==> src/design/emu_port_pkg.sv <==
/*
 * Shared constants and types for the emulation memory bus port: register
 * offsets and reset values, access kinds, bus phases and the packed
 * carriers for pins, core requests and emulator accesses.
 * Assumes a single clock domain and an AXI4-Lite register bus.
 */
package emu_port_pkg;

	// Register offsets inside the low nibble of the AXI byte address.
	localparam logic [3:0] OFF_EXT_ADDR = 4'h0;
	localparam logic [3:0] OFF_PAGE = 4'h4;
	localparam logic [3:0] OFF_STATUS = 4'h8;

	// Field positions and reset values.
	localparam int EXT_CS_MODE_BIT = 7;
	localparam logic [7:0] EXT_ADDR_RESET = 8'h00;
	localparam logic [7:0] PAGE_RESET = 8'h00;
	// High address mask for the largest ROM code; smaller codes shift it.
	localparam logic [7:0] STD_HIGH_MASK_MAX = 8'h7f;
	localparam logic [1:0] STD_CODE_MAX = 2'h3;

	// AXI responses.
	localparam logic [1:0] RESP_OKAY = 2'h0;
	localparam logic [1:0] RESP_SLVERR = 2'h2;

	typedef enum logic [2:0] {
		ACC_FETCH, ACC_MOVC, ACC_DPTR_RD, ACC_DPTR_WR, ACC_RI_RD, ACC_RI_WR
	} acc_kind_t;

	typedef enum logic [1:0] {PH_IDLE, PH_ADDR, PH_DATA} phase_t;

	typedef struct packed {
		logic valid;
		acc_kind_t kind;
		logic [15:0] addr;
		logic [7:0] wdata;
	} core_req_t;

	typedef struct packed {
		logic wr;
		logic rd;
		logic target;
		logic [7:0] addr;
		logic [7:0] wdata;
	} emu_acc_t;

	typedef struct packed {
		logic [7:0] o;
		logic [7:0] oe;
	} pins8_t;

	typedef struct packed {
		logic [3:0] o;
		logic [3:0] oe;
	} pins4_t;

	typedef struct packed {
		logic strap_done;
		logic type_std;
		logic [7:0] ext_addr;
		logic [7:0] page;
		logic [7:0] p3;
		phase_t phase;
		logic busy;
		core_req_t req;
		logic [1:0] rom_code;
		logic done;
		logic [7:0] rdata;
		logic wr_q;
		logic rd_q;
		emu_acc_t emu;
		pins8_t data;
		pins8_t low;
		pins8_t high;
		pins4_t upper;
		logic awready;
		logic wready;
		logic aw_hold;
		logic [2:0] aw_sel;
		logic w_hold;
		logic [7:0] w_data;
		logic w_lane;
		logic bvalid;
		logic [1:0] bresp;
		logic arready;
		logic rvalid;
		logic [1:0] rresp;
		logic [7:0] axi_rdata;
	} state_t;

	// Enum members are named so that no zero is forced into an enum.
	localparam state_t ST_RESET = '{awready: 1'b1, wready: 1'b1,
		arready: 1'b1, phase: PH_IDLE,
		req: '{kind: ACC_FETCH, default: '0}, default: '0};

endpackage

==> src/design/emu_bus_port.sv <==
/*
 * Pin-function logic of the dedicated external memory bus of an emulation
 * controller: normal-mode address/data multiplexing for both types, chip
 * selects and extended address, and the emulator parallel access port.
 * Assumes all inputs synchronous to REF_CLK_IN and a core that presents one
 * memory request at a time and answers emulator reads combinationally.
 */
// Added by the designer: the register addresses and the AXI4-Lite slave port.
`timescale 1ns/100ps
`default_nettype none

// Function
// - Port 3 frozen during emulation.
// - Advanced data pins multiplex low address/data.
// - Emulation data pins carry access data, emulation_select floats.
// - ROM size code selects served EPROM size.
// - Advanced low pins output address bits 7:0.
// - Emulator drives low address, emulation_select high floats.
// - High pins address 15:8, page register for Ri.
// - High bit 0 selects registers or RAM.
// - Standard high pins drive size-dependent bits.
// - Standard low pins drive address 7:0.
// - Upper pins carry extended address or zero.
// - Upper pins become one-hot low chip selects.
// - Emulator write/read strobes on upper pins.
// - Upper pin 2 shows program path.
// - Upper pin 3 low enables program store.
// - Type strap low selects standard type.
module emu_bus_port import emu_port_pkg::*; #(
	parameter int ADDR_W = 8
) (
	// Clock, reset and clock enable.
	input wire logic REF_CLK_IN,
	input wire logic RST_N_IN,
	input wire logic CE_IN,
	// Straps and mode inputs.
	input wire logic TYPE_SELECT_N_IN,
	input wire logic ROM_SIZE_SEL_HI_IN,
	input wire logic ROM_SIZE_SEL_LO_IN,
	input wire logic EMULATION_MODE_IN,
	input wire logic EMULATION_SELECT_IN,
	// Core side.
	input wire core_req_t CORE_REQ_IN,
	output logic [7:0] CORE_RDATA_OUT,
	output logic CORE_DONE_OUT,
	output logic CORE_BUSY_OUT,
	input wire logic [7:0] PORT3_CORE_IN,
	output logic [7:0] PORT3_OUT,
	output emu_acc_t EMU_ACC_OUT,
	input wire logic [7:0] EMU_RDATA_IN,
	// Bus pins.
	input wire logic [7:0] MUX_DATA_BUS_IN,
	output logic [7:0] MUX_DATA_BUS_OUT,
	output logic [7:0] MUX_DATA_BUS_OE_OUT,
	input wire logic [7:0] LOW_ADDRESS_BUS_IN,
	output logic [7:0] LOW_ADDRESS_BUS_OUT,
	output logic [7:0] LOW_ADDRESS_BUS_OE_OUT,
	input wire logic [7:0] HIGH_ADDRESS_BUS_IN,
	output logic [7:0] HIGH_ADDRESS_BUS_OUT,
	output logic [7:0] HIGH_ADDRESS_BUS_OE_OUT,
	input wire logic [3:0] UPPER_ADDRESS_PINS_IN,
	output logic [3:0] UPPER_ADDRESS_PINS_OUT,
	output logic [3:0] UPPER_ADDRESS_PINS_OE_OUT,
	// AXI4-Lite slave.
	input wire logic [ADDR_W-1:0] S_AXI_AWADDR,
	input wire logic S_AXI_AWVALID,
	output logic S_AXI_AWREADY,
	input wire logic [31:0] S_AXI_WDATA,
	input wire logic [3:0] S_AXI_WSTRB,
	input wire logic S_AXI_WVALID,
	output logic S_AXI_WREADY,
	output logic [1:0] S_AXI_BRESP,
	output logic S_AXI_BVALID,
	input wire logic S_AXI_BREADY,
	input wire logic [ADDR_W-1:0] S_AXI_ARADDR,
	input wire logic S_AXI_ARVALID,
	output logic S_AXI_ARREADY,
	output logic [31:0] S_AXI_RDATA,
	output logic [1:0] S_AXI_RRESP,
	output logic S_AXI_RVALID,
	input wire logic S_AXI_RREADY
);

	// The decoder needs the whole register nibble.
	if (ADDR_W < 4) begin : g_bad_width
		$error("ADDR_W must be at least 4");
	end

	state_t st;
	state_t next_st;
	logic [1:0] rom_code;
	logic [7:0] std_mask;
	logic [7:0] status;

	// Returns {mapped, index}; index 0 ext, 1 page, 2 status.
	function automatic logic [2:0] decode(input logic [ADDR_W-1:0] a);
		logic [2:0] r;
		r = 3'h0;
		if ((a >> 4) == '0) begin
			case (a[3:0])
				OFF_EXT_ADDR: r = 3'h4;
				OFF_PAGE: r = 3'h5;
				OFF_STATUS: r = 3'h6;
				default: r = 3'h0;
			endcase
		end
		return r;
	endfunction

	function automatic logic is_code(input acc_kind_t k);
		return (k == ACC_FETCH) || (k == ACC_MOVC);
	endfunction

	function automatic logic is_ri(input acc_kind_t k);
		return (k == ACC_RI_RD) || (k == ACC_RI_WR);
	endfunction

	function automatic logic is_write(input acc_kind_t k);
		return (k == ACC_DPTR_WR) || (k == ACC_RI_WR);
	endfunction

	// Size code and the high-byte mask it implies.
	assign rom_code = {ROM_SIZE_SEL_HI_IN, ROM_SIZE_SEL_LO_IN};
	assign std_mask = STD_HIGH_MASK_MAX >> (STD_CODE_MAX - rom_code);
	assign status = {2'h0, EMULATION_SELECT_IN, st.phase != PH_IDLE,
		rom_code, st.type_std, EMULATION_MODE_IN};

	// Next-state logic for the pins, the access phases and the bus slave.
	always_comb begin
		next_st = st;
		next_st.done = 1'b0;
		next_st.emu.wr = 1'b0;
		next_st.emu.rd = 1'b0;
		// The strap is caught once, after reset is released.
		if (!st.strap_done) begin
			next_st.strap_done = 1'b1;
			next_st.type_std = !TYPE_SELECT_N_IN;
		end
		// Outside emulation Port 3 follows the core; inside it holds.
		if (!EMULATION_MODE_IN) begin
			next_st.p3 = PORT3_CORE_IN;
		end
		if (EMULATION_MODE_IN) begin
			// An access cut by emulation entry is dropped without done.
			next_st.phase = PH_IDLE;
			next_st.low.oe = 8'h00;
			next_st.high.oe = 8'h00;
			next_st.upper.oe = 4'h0;
			next_st.data.o = EMU_RDATA_IN;
			if (EMULATION_SELECT_IN) begin
				next_st.data.oe = 8'h00;
				next_st.wr_q = 1'b0;
				next_st.rd_q = 1'b0;
			end else begin
				// Strobes are levels; the core sees one pulse per rising edge.
				next_st.wr_q = UPPER_ADDRESS_PINS_IN[0];
				next_st.rd_q = UPPER_ADDRESS_PINS_IN[1];
				next_st.emu.wr = UPPER_ADDRESS_PINS_IN[0] && !st.wr_q;
				next_st.emu.rd = UPPER_ADDRESS_PINS_IN[1] && !st.rd_q;
				next_st.emu.addr = LOW_ADDRESS_BUS_IN;
				next_st.emu.target = HIGH_ADDRESS_BUS_IN[0];
				next_st.emu.wdata = MUX_DATA_BUS_IN;
				// Drive only under the read strobe to avoid bus fights.
				next_st.data.oe = UPPER_ADDRESS_PINS_IN[1] ? 8'hff : 8'h00;
			end
		end else begin
			next_st.wr_q = 1'b0;
			next_st.rd_q = 1'b0;
			unique case (st.phase)
				PH_IDLE: begin
					next_st.data.oe = 8'h00;
					next_st.upper.oe = st.type_std ? 4'hc : 4'hf;
					next_st.upper.o[3] = st.type_std ? 1'b1 : st.upper.o[3];
					next_st.low.oe = 8'hff;
					next_st.high.oe = st.type_std ? std_mask : 8'hff;
					if (!st.type_std && !st.ext_addr[EXT_CS_MODE_BIT]) begin
						next_st.upper.o = 4'h0;
					end
					if (CORE_REQ_IN.valid) begin
						next_st.req = CORE_REQ_IN;
						next_st.rom_code = rom_code;
						next_st.low.o = CORE_REQ_IN.addr[7:0];
						next_st.data.o = CORE_REQ_IN.addr[7:0];
						next_st.data.oe = 8'hff;
						next_st.phase = PH_ADDR;
						if (st.type_std) begin
							next_st.high.o = CORE_REQ_IN.addr[15:8] & std_mask;
							next_st.upper.o = 4'h8;
							// Data accesses and code outside the served size: Port 0/2 carry them.
							if (!is_code(CORE_REQ_IN.kind) ||
								((CORE_REQ_IN.addr[15:8] & ~std_mask) != 8'h00)) begin
								next_st.upper.o[2] = 1'b1;
								next_st.data.oe = 8'h00;
								next_st.done = 1'b1;
								next_st.rdata = 8'h00;
								next_st.phase = PH_IDLE;
							end
						end else begin
							next_st.high.o = is_ri(CORE_REQ_IN.kind) ?
								st.page : CORE_REQ_IN.addr[15:8];
							if (st.ext_addr[EXT_CS_MODE_BIT]) begin
								next_st.upper.o = ~(4'h1 << (is_ri(CORE_REQ_IN.kind) ?
									st.page[7:6] : CORE_REQ_IN.addr[15:14]));
							end else if (!is_ri(CORE_REQ_IN.kind) &&
								CORE_REQ_IN.kind != ACC_FETCH) begin
								next_st.upper.o = st.ext_addr[3:0];
							end else begin
								next_st.upper.o = 4'h0;
							end
						end
					end
				end
				PH_ADDR: begin
					next_st.phase = PH_DATA;
					next_st.data.o = st.req.wdata;
					next_st.data.oe = is_write(st.req.kind) ? 8'hff : 8'h00;
					if (st.type_std) begin
						next_st.upper.o[3] = 1'b0;
					end
				end
				PH_DATA: begin
					next_st.phase = PH_IDLE;
					next_st.data.oe = 8'h00;
					next_st.rdata = MUX_DATA_BUS_IN;
					next_st.done = 1'b1;
					if (st.type_std) begin
						next_st.upper.o[3] = 1'b1;
					end
				end
				default: next_st.phase = PH_IDLE;
			endcase
		end
		next_st.busy = next_st.phase != PH_IDLE; // Registered busy flag.
		// Write address and write data are taken in either order.
		if (st.awready && S_AXI_AWVALID) begin
			next_st.awready = 1'b0;
			next_st.aw_hold = 1'b1;
			next_st.aw_sel = decode(S_AXI_AWADDR);
		end
		if (st.wready && S_AXI_WVALID) begin
			next_st.wready = 1'b0;
			next_st.w_hold = 1'b1;
			next_st.w_data = S_AXI_WDATA[7:0];
			next_st.w_lane = S_AXI_WSTRB[0];
		end
		if (st.aw_hold && st.w_hold && !st.bvalid) begin
			next_st.aw_hold = 1'b0;
			next_st.w_hold = 1'b0;
			next_st.bvalid = 1'b1;
			next_st.bresp = st.aw_sel[2] ? RESP_OKAY : RESP_SLVERR;
			if (st.w_lane && st.aw_sel == 3'h4) begin
				next_st.ext_addr = st.w_data;
			end
			if (st.w_lane && st.aw_sel == 3'h5) begin
				next_st.page = st.w_data;
			end
		end
		if (st.bvalid && S_AXI_BREADY) begin
			next_st.bvalid = 1'b0;
			next_st.awready = 1'b1;
			next_st.wready = 1'b1;
		end
		// Reads answer one cycle after the address is taken.
		if (st.arready && S_AXI_ARVALID) begin
			next_st.arready = 1'b0;
			next_st.rvalid = 1'b1;
			next_st.rresp = RESP_OKAY;
			unique case (decode(S_AXI_ARADDR))
				3'h4: next_st.axi_rdata = st.ext_addr;
				3'h5: next_st.axi_rdata = st.page;
				3'h6: next_st.axi_rdata = status;
				default: begin
					next_st.axi_rdata = 8'h00;
					next_st.rresp = RESP_SLVERR;
				end
			endcase
		end
		if (st.rvalid && S_AXI_RREADY) begin
			next_st.rvalid = 1'b0;
			next_st.arready = 1'b1;
		end
	end

	// State register; a low clock enable freezes everything except a synchronous reset.
	always_ff @(posedge REF_CLK_IN) begin
		if (!RST_N_IN) begin
			st <= ST_RESET;
		end else if (CE_IN) begin
			st <= next_st;
		end
	end

	// Every output is a field of the state register.
	assign CORE_RDATA_OUT = st.rdata;
	assign CORE_DONE_OUT = st.done;
	assign CORE_BUSY_OUT = st.busy;
	assign PORT3_OUT = st.p3;
	assign EMU_ACC_OUT = st.emu;
	assign MUX_DATA_BUS_OUT = st.data.o;
	assign MUX_DATA_BUS_OE_OUT = st.data.oe;
	assign LOW_ADDRESS_BUS_OUT = st.low.o;
	assign LOW_ADDRESS_BUS_OE_OUT = st.low.oe;
	assign HIGH_ADDRESS_BUS_OUT = st.high.o;
	assign HIGH_ADDRESS_BUS_OE_OUT = st.high.oe;
	assign UPPER_ADDRESS_PINS_OUT = st.upper.o;
	assign UPPER_ADDRESS_PINS_OE_OUT = st.upper.oe;
	assign S_AXI_AWREADY = st.awready;
	assign S_AXI_WREADY = st.wready;
	assign S_AXI_BRESP = st.bresp;
	assign S_AXI_BVALID = st.bvalid;
	assign S_AXI_ARREADY = st.arready;
	assign S_AXI_RDATA = {24'h0, st.axi_rdata};
	assign S_AXI_RRESP = st.rresp;
	assign S_AXI_RVALID = st.rvalid;

	// Checks on the pin behaviour.
	AST_P3_FROZEN: assert property (@(posedge REF_CLK_IN) disable iff (!RST_N_IN)
		(CE_IN && EMULATION_MODE_IN) |=> (PORT3_OUT == $past(PORT3_OUT)))
		else $error("port 3 moved during emulation");
	AST_EMULATION_SELECT_FLOAT: assert property (@(posedge REF_CLK_IN) disable iff (!RST_N_IN)
		(CE_IN && EMULATION_MODE_IN && EMULATION_SELECT_IN) |=>
		(MUX_DATA_BUS_OE_OUT == 8'h00 && LOW_ADDRESS_BUS_OE_OUT == 8'h00 &&
		HIGH_ADDRESS_BUS_OE_OUT == 8'h00 && UPPER_ADDRESS_PINS_OE_OUT == 4'h0))
		else $error("pins driven with emulation select high");
	AST_RD_ONLY_DRIVE: assert property (@(posedge REF_CLK_IN) disable iff (!RST_N_IN)
		(CE_IN && EMULATION_MODE_IN && !UPPER_ADDRESS_PINS_IN[1]) |=>
		(MUX_DATA_BUS_OE_OUT == 8'h00))
		else $error("data pins driven without read strobe");
	AST_RD_DATA: assert property (@(posedge REF_CLK_IN) disable iff (!RST_N_IN)
		(CE_IN && EMULATION_MODE_IN && !EMULATION_SELECT_IN &&
		UPPER_ADDRESS_PINS_IN[1]) |=> (MUX_DATA_BUS_OE_OUT == 8'hff &&
		MUX_DATA_BUS_OUT == $past(EMU_RDATA_IN)))
		else $error("emulator read data not driven");
	AST_WR_PULSE: assert property (@(posedge REF_CLK_IN) disable iff (!RST_N_IN)
		(CE_IN && EMULATION_MODE_IN && !EMULATION_SELECT_IN &&
		UPPER_ADDRESS_PINS_IN[0] && !st.wr_q) |=> (EMU_ACC_OUT.wr &&
		EMU_ACC_OUT.addr == $past(LOW_ADDRESS_BUS_IN) &&
		EMU_ACC_OUT.target == $past(HIGH_ADDRESS_BUS_IN[0])))
		else $error("emulator write not passed to core");
	AST_ADDR_PHASE: assert property (@(posedge REF_CLK_IN) disable iff (!RST_N_IN)
		(st.phase == PH_ADDR && !EMULATION_MODE_IN) |->
		(MUX_DATA_BUS_OE_OUT == 8'hff &&
		MUX_DATA_BUS_OUT == LOW_ADDRESS_BUS_OUT))
		else $error("address phase missing on data pins");
	AST_CS_ONEHOT: assert property (@(posedge REF_CLK_IN) disable iff (!RST_N_IN)
		(CE_IN && !EMULATION_MODE_IN && st.phase == PH_IDLE &&
		CORE_REQ_IN.valid && !st.type_std && st.ext_addr[EXT_CS_MODE_BIT]) |=>
		(UPPER_ADDRESS_PINS_OUT == ~(4'h1 << HIGH_ADDRESS_BUS_OUT[7:6])))
		else $error("chip select not one-hot low");
	AST_EXT_ADDR: assert property (@(posedge REF_CLK_IN) disable iff (!RST_N_IN)
		(CE_IN && !EMULATION_MODE_IN && st.phase == PH_IDLE &&
		CORE_REQ_IN.valid && CORE_REQ_IN.kind == ACC_DPTR_RD &&
		!st.type_std && !st.ext_addr[EXT_CS_MODE_BIT]) |=>
		(UPPER_ADDRESS_PINS_OUT == $past(st.ext_addr[3:0])))
		else $error("extended address bits wrong");
	AST_STD_MASK: assert property (@(posedge REF_CLK_IN) disable iff (!RST_N_IN)
		(st.type_std && !EMULATION_MODE_IN && st.phase == PH_ADDR) |->
		(HIGH_ADDRESS_BUS_OE_OUT == (STD_HIGH_MASK_MAX >>
		(STD_CODE_MAX - st.rom_code))))
		else $error("standard high address width wrong");
	AST_STORE_EN: assert property (@(posedge REF_CLK_IN) disable iff (!RST_N_IN)
		(CE_IN && st.type_std && !EMULATION_MODE_IN && st.phase == PH_ADDR) |=>
		(UPPER_ADDRESS_PINS_OUT[3] == 1'b0 && st.phase == PH_DATA))
		else $error("program store enable not low in data phase");

endmodule // emu_bus_port

`default_nettype wire

==> config.mk <==
export PLATFORM = sky130hd
export DESIGN_NAME = emu_bus_port
export DESIGN_NICKNAME = d
export VERILOG_FILES = /design/src/design/emu_port_pkg.sv /design/src/design/emu_bus_port.sv
export SDC_FILE = /design/constraint.sdc
export NUM_CORES = 1
export LEC_CHECK = 0
export ABC_CLOCK_PERIOD_IN_PS = 2450
export BUFFER_PORTS_ARGS = -buffer_cell sky130_fd_sc_hd__buf_2
export CAP_MARGIN = 20
export CORE_MARGIN = 4
export CORE_UTILIZATION = 49
export DETAILED_ROUTE_END_ITERATION = 7
export PLACE_DENSITY_LB_ADDON = 0.2
export SLEW_MARGIN = 20
export SYNTH_ARGS = -nofsm -noshare
export SYNTH_HDL_FRONTEND = slang
export SYNTH_SLANG_ARGS = --single-unit
==> constraint.sdc <==
create_clock -name REF_CLK_IN -period 2.45 [get_ports REF_CLK_IN]
set_clock_uncertainty 0.2 [all_clocks]
set_input_delay 0.6125 -clock REF_CLK_IN [delete_from_list [all_inputs] [get_ports REF_CLK_IN]]
set_output_delay 0.6125 -clock REF_CLK_IN [all_outputs]
set_load 0.03 [all_outputs]
=== Word level (Yosys, flattened, before mapping) ===
Index checks and enable logic that the tools add are counted.

* Bits in registers: 157
* Output and inout port bits: 134
* Logic and storage cells: 203

* Add/sub/neg operators: 1
* Equality and inequality tests: 21
* Shift operators: 2
* Multiplexer cells: 62
* Bitwise operators: 7
* Reduce and logical (&&, ||, !) cells: 70

{| class="wikitable"
|+ Operator list
! kind !! number
|-
| 8-bit 2-to-1 mux || 11
|-
| 24-bit 2-to-1 mux || 2
|-
| 8-bit case mux with 3 select lines || 2
|-
| 19-bit 2-to-1 mux || 2
|-
| 9-bit 2-to-1 mux || 4
|-
| 4-bit 2-to-1 mux || 8
|-
| 2-bit AND reduction || 14
|-
| 3-bit equality test, second input constant || 8
|-
| 2-bit nonzero test || 11
|-
| 2-bit 2-to-1 mux || 10
|-
| 3-bit case mux with 3 select lines || 2
|-
| 9-bit case mux with 2 select lines || 1
|-
| 8-bit bitwise AND || 2
|-
| 8-bit logical NOT || 2
|-
| 16-bit 2-to-1 mux || 1
|-
| 8-bit case mux with 2 select lines || 1
|-
| 1-bit logical AND || 13
|-
| 12-bit 2-to-1 mux || 1
|-
| 3-bit 2-to-1 mux || 4
|-
| 3-bit AND reduction || 4
|-
| 4-bit AND reduction || 3
|-
| 1-bit 2-to-1 mux || 10
|-
| 10-bit 2-to-1 mux || 1
|-
| 3-bit nonzero test || 3
|-
| other kinds (25) || 43
|}

=== Logic depth before layout (Yosys ltp) ===
Gate-level depths: netlist of run 1.

* Word-level depth: 12
* Mapped depth: 8
* Gate-level depth less buffers: 7

=== Worst setup path after synthesis of run 1 ===
No wires, ideal clock.

* Path kind: in2reg
* From: in ROM_SIZE_SEL_LO_IN
* To: reg st, in the netlist CORE_RDATA_OUT[0]
* Library setup time: 0.072 ns
* Arrival: 1.768 ns
* Setup slack: 0.411 ns
* Stages on the path: 6
* Buffers on the path: 1
* Cells stage by stage: nand2_1 -> a2111o_1 -> o21ai_4 -> o22a_2 -> buf_6 -> mux2i_1

* Word-level cells in the longest chain between the ends: 8

{| class="wikitable"
|+ RTL lines
! what !! line !! RTL
|-
| from (decl) || emu_bus_port.sv:39 || <nowiki>input wire logic ROM_SIZE_SEL_LO_IN,</nowiki>
|-
| 2-bit subtractor || emu_bus_port.sv:124 || <nowiki>assign std_mask = STD_HIGH_MASK_MAX >> (STD_CODE_MAX - rom_code);</nowiki>
|-
| 7-bit by 2-bit right shift with 8-bit output || emu_bus_port.sv:124 ||
|-
| 8-bit inverter || emu_bus_port.sv:191 || <nowiki>((CORE_REQ_IN.addr[15:8] & ~std_mask) != 8'h00)) begin</nowiki>
|-
| 8-bit bitwise AND || emu_bus_port.sv:191 ||
|-
| 8-bit nonzero test || emu_bus_port.sv:191 ||
|-
| 1-bit logical OR || emu_bus_port.sv:190 || <nowiki>if (!is_code(CORE_REQ_IN.kind) ||</nowiki>
|-
| 2-bit inequality test (no source line) || n/a ||
|-
| 6-bit AND reduction (no source line) || n/a ||
|-
| to (signal assigned) || emu_bus_port.sv:289 || <nowiki>st <= next_st;</nowiki>
|-
| to (decl) || emu_bus_port.sv:89 || <nowiki>state_t st;</nowiki>
|}

No other way between the ends.
A chain may end at the register's enable or synchronous reset.

=== Final worst setup path of run 1 ===
* From: reg st, in the netlist LOW_ADDRESS_BUS_OE_OUT[6]
* To: out LOW_ADDRESS_BUS_OE_OUT[6]

{| class="wikitable"
|+ RTL lines
! what !! line !! RTL
|-
| to (decl) || emu_bus_port.sv:57 || <nowiki>output logic [7:0] LOW_ADDRESS_BUS_OE_OUT,</nowiki>
|}

No word-level cell between the ends.

==> results.ini, run 1 <==
[logic_synthesis]
synthTopCellsByArea = dfxtp_1 (39%), buf_4 (14%), nand2_1 (9.2%)
ys_seq_elements = 135
synth.top_cell.area_share = 0.391
yosysMostFrequentCell = nand2_1
synth_cell_type_count = 56
yosysTopAreaCell = dfxtp_1
synth-main-ff-cell = dfxtp_1
syn-cell-area_um2 = 6910
synth_edf_count = 0
synthTopCellsByCount = nand2_1 (169), dfxtp_1 (135), buf_4 (127)
yosysWarnings = 0
yosysSeqAreaShare = 0.391
netlist_instances = 827
async_flop_share = 0
avgSynthCellArea_um2 = 8.36

[floorplan]
num_rows = 43
ioPinCount = 271
die_h_um = 127
die_area_um2 = 16100
die_w_um = 127
core-area_um2 = 13800
start_util = 0.500

[clocking]
post_cts.repair.setup_buffers = 0
worst_skew_pair.late_latency_ns = 0.41
cts_hold_buf = 0
cts_buffer_depth = 2
cts_tree = yes
numCtsBuffers = 17
htreeDepth = 4
post_cts_resized = 0
clk_pin_slew_ns = 0.06
root_buffer = clkbuf_16
numClockSinks = 135

[placement]
dp_hpwl_mm = 12.1
port_buffers = 208
dpl_cell_area_um2 = 7360
place_congestion = 0.790

[finish]
fillerInstances = 1331
multiInputGateArea_um2 = 3110
seqCellArea_um2 = 2700
area_delta_synth_final_pct = 14.2
fin_area_um2 = 7890
diodes = 0
fin_nets = 1073
drive_gt1_frac = 0.287

[critical_path]
cp_slowest_cell = dfxtp_1
critPathMaxFanout = 13
start_kind = flop
worst_setup_path_end_kind = output pin
cp.arrival_ns = 1.17
crit_chain = buf_2
crit_type = flop to output pin
critPathMaxStageDelay_ns = 0.50
crit_required_ns = 1.64
crit_family = flip-flops
crit_buf_inv = 1

[pwr]
cellPowerDensity_nw_per_um2 = 677
clkPwrFrac = 0.432
p_int_mw = 3.96
p_sw_mw = 1.38
p_seq_frac = 0.433
p_sw_frac = 0.259
max-vdd-ir-drop_mv = 0.332
p_leak_nw = 3.62
pwr-share-comb = 0.135

[sta]
finalCritPeriodShare = 0.811
drv_slew = 0
tightest_slew_ns = 0.568
finalSetupViolations = 0
grt_setup_unrepaired = no
hold_viol = 0
period_needed_ns = 1.99
setup_tns_ns = 0
fmax_mhz = 503
maxSlewHeadroom = 0.617

[global_routing]
grtUsageTotal = 0.198
antenna_found_initial = 0
grt_max_degree = 65
grt_pass1_wl_mm = 25.8
grt_overflow = 0
grt_pass1_vias = 5105

[routing]
totalWireLength_mm = 16.2
drtIter0Drc = 335
ant_nets = 0
drtPass1Iterations = 4
viasPerCell = 4.89
avgRoutedWirePerCell_um = 14.5
vias = 5487
drc = 0

[run]
cap_violations = 0

[run_status]
status = complete, no violations

[min_path]
hold_path_class = input port to flop

[routing by layer]
layer  global-route usage  vias to the layer above  share of wire
met5                    0                        -              0
met4               0.0625                        0          0.011
met3               0.0531                       15          0.071
met2                0.328                      165           0.48
met1                0.251                     2479           0.44
li1                     -                     2828              -
[metrics by stage]
stage | worst slack (ns) | hold slack, ns | std cells | power (mW) | util
floorplan | 0.411 | 0.228 | 852 | 2.94 | -
detailed placement | 0.138 | 0.248 | 1094 | 3.08 | 0.533
finish | 0.463 | 0.243 | 1122 | 5.34 | 0.571
global route | 0.294 | 0.234 | 1122 | 5.57 | 0.571
global placement | 0.154 | 0.235 | 1094 | 3.08 | 0.533
CTS | 0.443 | 0.229 | 1122 | 5.40 | 0.571
[layout make-up]
type / count / area share
flip-flops and latches: 135 / 0.342
multi-input cells: 529 / 0.394
inverters: 15 / 0.00713
clock buffers: 23 / 0.0606
repair buffers: 235 / 0.161
clock inverters: 5 / 0.00634
well taps: 180 / 0.0285
[sequential cells by signal (all words and copies together) (netlist names), 4 cells and up]
register	cells
PORT3_OUT	8
CORE_RDATA_OUT	8
HIGH_ADDRESS_BUS_OE_OUT	4
UPPER_ADDRESS_PINS_OUT	4
MUX_DATA_BUS_OUT	8
st	47
EMU_ACC_OUT	19
HIGH_ADDRESS_BUS_OUT	8
LOW_ADDRESS_BUS_OUT	8
S_AXI_RDATA	8
[worst paths after layout]
path                                          startpoint                               end  cells after the start  slack (ns)
hold / removal                     LOW_ADDRESS_BUS_IN[7]      EMU_ACC_OUT[15]$_SDFFE_PN0P_                      3        0.24
setup / recovery  LOW_ADDRESS_BUS_OE_OUT[6]$_SDFFE_PN0P_         LOW_ADDRESS_BUS_OE_OUT[6]                      1        0.46
setup reg to reg                    st[148]$_SDFFE_PN0P_  MUX_DATA_BUS_OUT[7]$_SDFFE_PN0P_                      8        0.47
hold reg to reg           CORE_RDATA_OUT[4]$_SDFFE_PN0P_    CORE_RDATA_OUT[4]$_SDFFE_PN0P_                      2        0.25
[placed cells by master (no fill, tap or decap), drive strengths merged, types with 3 or more instances in the layout]
master,netlist,final
conb,1,26
nand2,169,169
a21boi,61,61
dfxtp,135,135
a211o,3,3
nand3,22,22
nor2b,41,41
o21ai,33,33
inv,14,14
o211a,7,7
a31oi,10,10
a21oi,12,12
and2,16,16
nor3,4,4
nand4b,3,3
nand2b,7,7
o311ai,3,3
nor2,22,22
o22ai,4,4
buf,137,235
mux2i,43,43
a22oi,9,9
ha,3,3
clkbuf,36,23
clkinv,1,5
o211ai,3,3
[cell families (layout without fill, tap and decap cells)]
family | count (synthesis) | in the layout | share of synthesized area
simple gates | 295 | 295 | 0.201
buf+inv | 188 | 278 | 0.173
compound gates | 161 | 161 | 0.166
flops | 135 | 135 | 0.391
mux | 43 | 43 | 0.0623
fa+ha+maj | 3 | 3 | 0.00543
other cells | 1 | 26 | 0.000542
xor+xnor | 1 | 1 | 0.00127
[power by group through the flow]
stage	clock network, mW	registers [mW]	logic (mW)
2_1_floorplan	0	2.36	0.582
3_3_place_gp	0	2.36	0.719
3_5_place_dp	0	2.36	0.721
4_1_cts	2.36	2.32	0.724
5_1_grt	2.47	2.32	0.781
6_report	2.31	2.32	0.721
Power figures use the tool's default switching activity.
==> inputs of run 2 (changes only) <==
Settings changed: ABC_CLOCK_PERIOD_IN_PS 2450 to 2000.
Clock period 2.45 ns to 2 ns, I/O delays scaled along.
==> run 2 against run 1 <==
Final area increased by 3.6%. Sequential share of layout area decreased by 1.2 points. Routed wire length increased by 0.39%. Largest power group is now the clock network. Non-clock buffer count increased by 24. Combinational power increased by 28%. Hold slack got worse by 0.11 ns.
==> results.ini, run 2 (same netlist as run 1, synthesis figures left out) <==
[run_status]
status = complete, no violations  ; unchanged

[pwr]
max-vdd-ir-drop_mv = 0.591  ; was 0.332 mV
p_leak_nw = 3.77  ; was 3.62 nW
pwr-share-comb = 0.137  ; was 0.135
p_sw_frac = 0.254  ; was 0.259
p_int_mw = 5.02  ; was 3.96 mW
p_seq_frac = 0.421  ; was 0.433
p_sw_mw = 1.71  ; was 1.38 mW
clkPwrFrac = 0.441  ; was 0.432
cellPowerDensity_nw_per_um2 = 823  ; was 677 nW/µm²

[critical_path]
worst_setup_path_end_kind = flop  ; was output pin
cp.arrival_ns = 1.98  ; was 1.17 ns
crit_type = flop to flop  ; was flop to output pin
reg2reg_depth = 8  ; unchanged
start_kind = flop  ; unchanged
crit_required_ns = 2.10  ; was 1.64 ns
timing.rr.start = st[149]$_SDFFE_PN0P_  ; was st[148]$_SDFFE_PN0P_
worstReg2RegEnd = MUX_DATA_BUS_OUT[6]$_SDFFE_PN0P_  ; was MUX_DATA_BUS_OUT[7]$_SDFFE_PN0P_
r2r_slack_ns = 0.12  ; was 0.47 ns
critPathMaxFanout = 8  ; was 13

[routing]
avgRoutedWirePerCell_um = 14.2  ; was 14.5 µm
viasPerCell = 4.89  ; about the same
drtIter0Drc = 312  ; was 335
totalWireLength_mm = 16.3  ; was 16.2 mm
drtPass1Iterations = 4  ; unchanged
vias = 5617  ; was 5,487
ant_nets = 0  ; unchanged
drc = 0  ; unchanged

[global_routing]
grt_overflow = 0  ; unchanged
grtUsageTotal = 0.196  ; was 0.198
antenna_found_initial = 0  ; unchanged
grt_max_degree = 38  ; was 65
grt_pass1_wl_mm = 25.6  ; was 25.8 mm
grt_pass1_vias = 5315  ; was 5,105

[clocking]
clk_pin_slew_ns = 0.06  ; about the same
cts_hold_buf = 0  ; unchanged
cts_tree = yes  ; unchanged
numClockSinks = 135  ; unchanged
worst_skew_pair.late_latency_ns = 0.41  ; about the same
root_buffer = clkbuf_16  ; unchanged
post_cts_resized = 0  ; unchanged
numCtsBuffers = 17  ; unchanged
htreeDepth = 4  ; unchanged
cts_buffer_depth = 2  ; unchanged
post_cts.repair.setup_buffers = 0  ; unchanged

[floorplan]
start_util = 0.500  ; unchanged
core-area_um2 = 13800  ; unchanged
die_h_um = 127  ; unchanged
ioPinCount = 271  ; unchanged
die_w_um = 127  ; unchanged
die_area_um2 = 16100  ; unchanged
num_rows = 43  ; unchanged

[placement]
place_congestion = 0.814  ; was 0.790
place_inst = 1118  ; was 1,094
dpl_cell_area_um2 = 7610  ; was 7360 µm²
dp_hpwl_mm = 12.3  ; was 12.1 mm
port_buffers = 208  ; unchanged

[finish]
largest_register_ffs = 47  ; unchanged
fillerInstances = 1273  ; was 1,331
multiInputGateArea_um2 = 3110  ; unchanged
layout.cells.non_filler = 1149  ; was 1,122
fin_area_um2 = 8170  ; was 7890 µm²
mostFrequentLayoutCell = buf_2  ; unchanged
fin_nets = 1097  ; was 1,073
diodes = 0  ; unchanged
top_register = st  ; unchanged
area_delta_synth_final_pct = 18.2  ; was 14.2%
seqCellArea_um2 = 2700  ; unchanged
drive_gt1_frac = 0.303  ; was 0.287
final_cell_mix = buf_2 (207), nand2_1 (169), dfxtp_1 (135)  ; unchanged

[sta]
finalSetupViolations = 0  ; unchanged
grt_setup_unrepaired = no  ; unchanged
hold_viol = 0  ; unchanged
fmax_mhz = 531
period_needed_ns = 1.88
finalCritPeriodShare = 0.942
drv_slew = 0  ; unchanged

[min_path]
min-delay-start = LOW_ADDRESS_BUS_IN[4]  ; was LOW_ADDRESS_BUS_IN[7]
holdPathEnd = EMU_ACC_OUT[12]$_SDFFE_PN0P_  ; was EMU_ACC_OUT[15]$_SDFFE_PN0P_
whs_path_depth = 3  ; unchanged
hold_path_class = input port to flop  ; unchanged

[run]
cap_violations = 0  ; unchanged

[run 2: cell types whose count changed in the layout (fill, tap and decap cells not counted)]
| cell | delta |
|---|---|
| clkbuf_1 | +3 |
| buf_4 | +19 |
| o21ai_0 | -1 |
| clkinv_2 | -3 |
| buf_12 | +5 |
| clkbuf_8 | +3 |
| o21ai_1 | +1 |
[run 2: worst max path at each step]
stage                          from                                 endpoint  slack (ns)  cells after the start
2_1_floorplan    ROM_SIZE_SEL_LO_IN           CORE_RDATA_OUT[0]$_SDFFE_PN0P_        0.07                      6
3_3_place_gp     ROM_SIZE_SEL_HI_IN           CORE_RDATA_OUT[0]$_SDFFE_PN0P_       -0.12                      6
3_5_place_dp     ROM_SIZE_SEL_HI_IN           CORE_RDATA_OUT[7]$_SDFFE_PN0P_       -0.13                      6
4_1_cts        st[148]$_SDFFE_PN0P_  HIGH_ADDRESS_BUS_OE_OUT[4]$_SDFFE_PN0P_        0.09                      7
5_1_grt        st[149]$_SDFFE_PN0P_               CORE_BUSY_OUT$_SDFFE_PN0P_      0.0002                      8
6_report       st[149]$_SDFFE_PN0P_         MUX_DATA_BUS_OUT[6]$_SDFFE_PN0P_        0.12                      8
[run 2: metal layers]
metal	track usage	vias to the layer above	part of all wire
li1	-	2872	-
met1	0.239	2552	0.43
met2	0.334	168	0.48
met3	0.0505	25	0.071
met4	0.0713	0	0.020
met5	0	-	0
[run 2: area by class of cell]
type                            instances  area share
Sequential cell                       135       0.331
Timing Repair Buffer                  259       0.185
Clock inverter                          2     0.00429
Inverter                               15     0.00689
Clock buffer                           29      0.0649
Multi-Input combinational cell        529       0.380
Tap cell                              180      0.0276
[run 2: power by group through the flow]
stage	Clock, mW	Sequential (mW)	Combinational [mW]
after floorplan	0	2.89	0.713
after global placement	0	2.89	0.919
after detailed placement	0	2.89	0.924
after CTS	3.03	2.83	0.928
after global routing	3.16	2.84	0.997
final	2.97	2.83	0.923
[run 2: stage by stage]
step / total power [mW] / util / hold slack, ns / setup WS (ns) / TNS, ns
6_report: 6.72 / 0.591 / 0.133 / 0.116 / 0
2_1_floorplan: 3.61 / - / 0.228 / 0.0733 / 0
5_1_grt: 7.00 / 0.591 / 0.129 / 0.000156 / 0
3_5_place_dp: 3.81 / 0.550 / 0.245 / -0.130 / -1.06
3_3_place_gp: 3.81 / 0.550 / 0.235 / -0.124 / -1.03
4_1_cts: 6.79 / 0.591 / 0.120 / 0.0945 / 0
[run 2: worst max-delay path: stages (launching register included)]
cell,delay [ns]
dfxtp_1,0.37
inv_1,0.10
ha_1,0.22
buf_4,0.17
and2_1,0.15
a31oi_1,0.20
o21ai_0,0.13
mux2i_1,0.17
nor2b_1,0.06
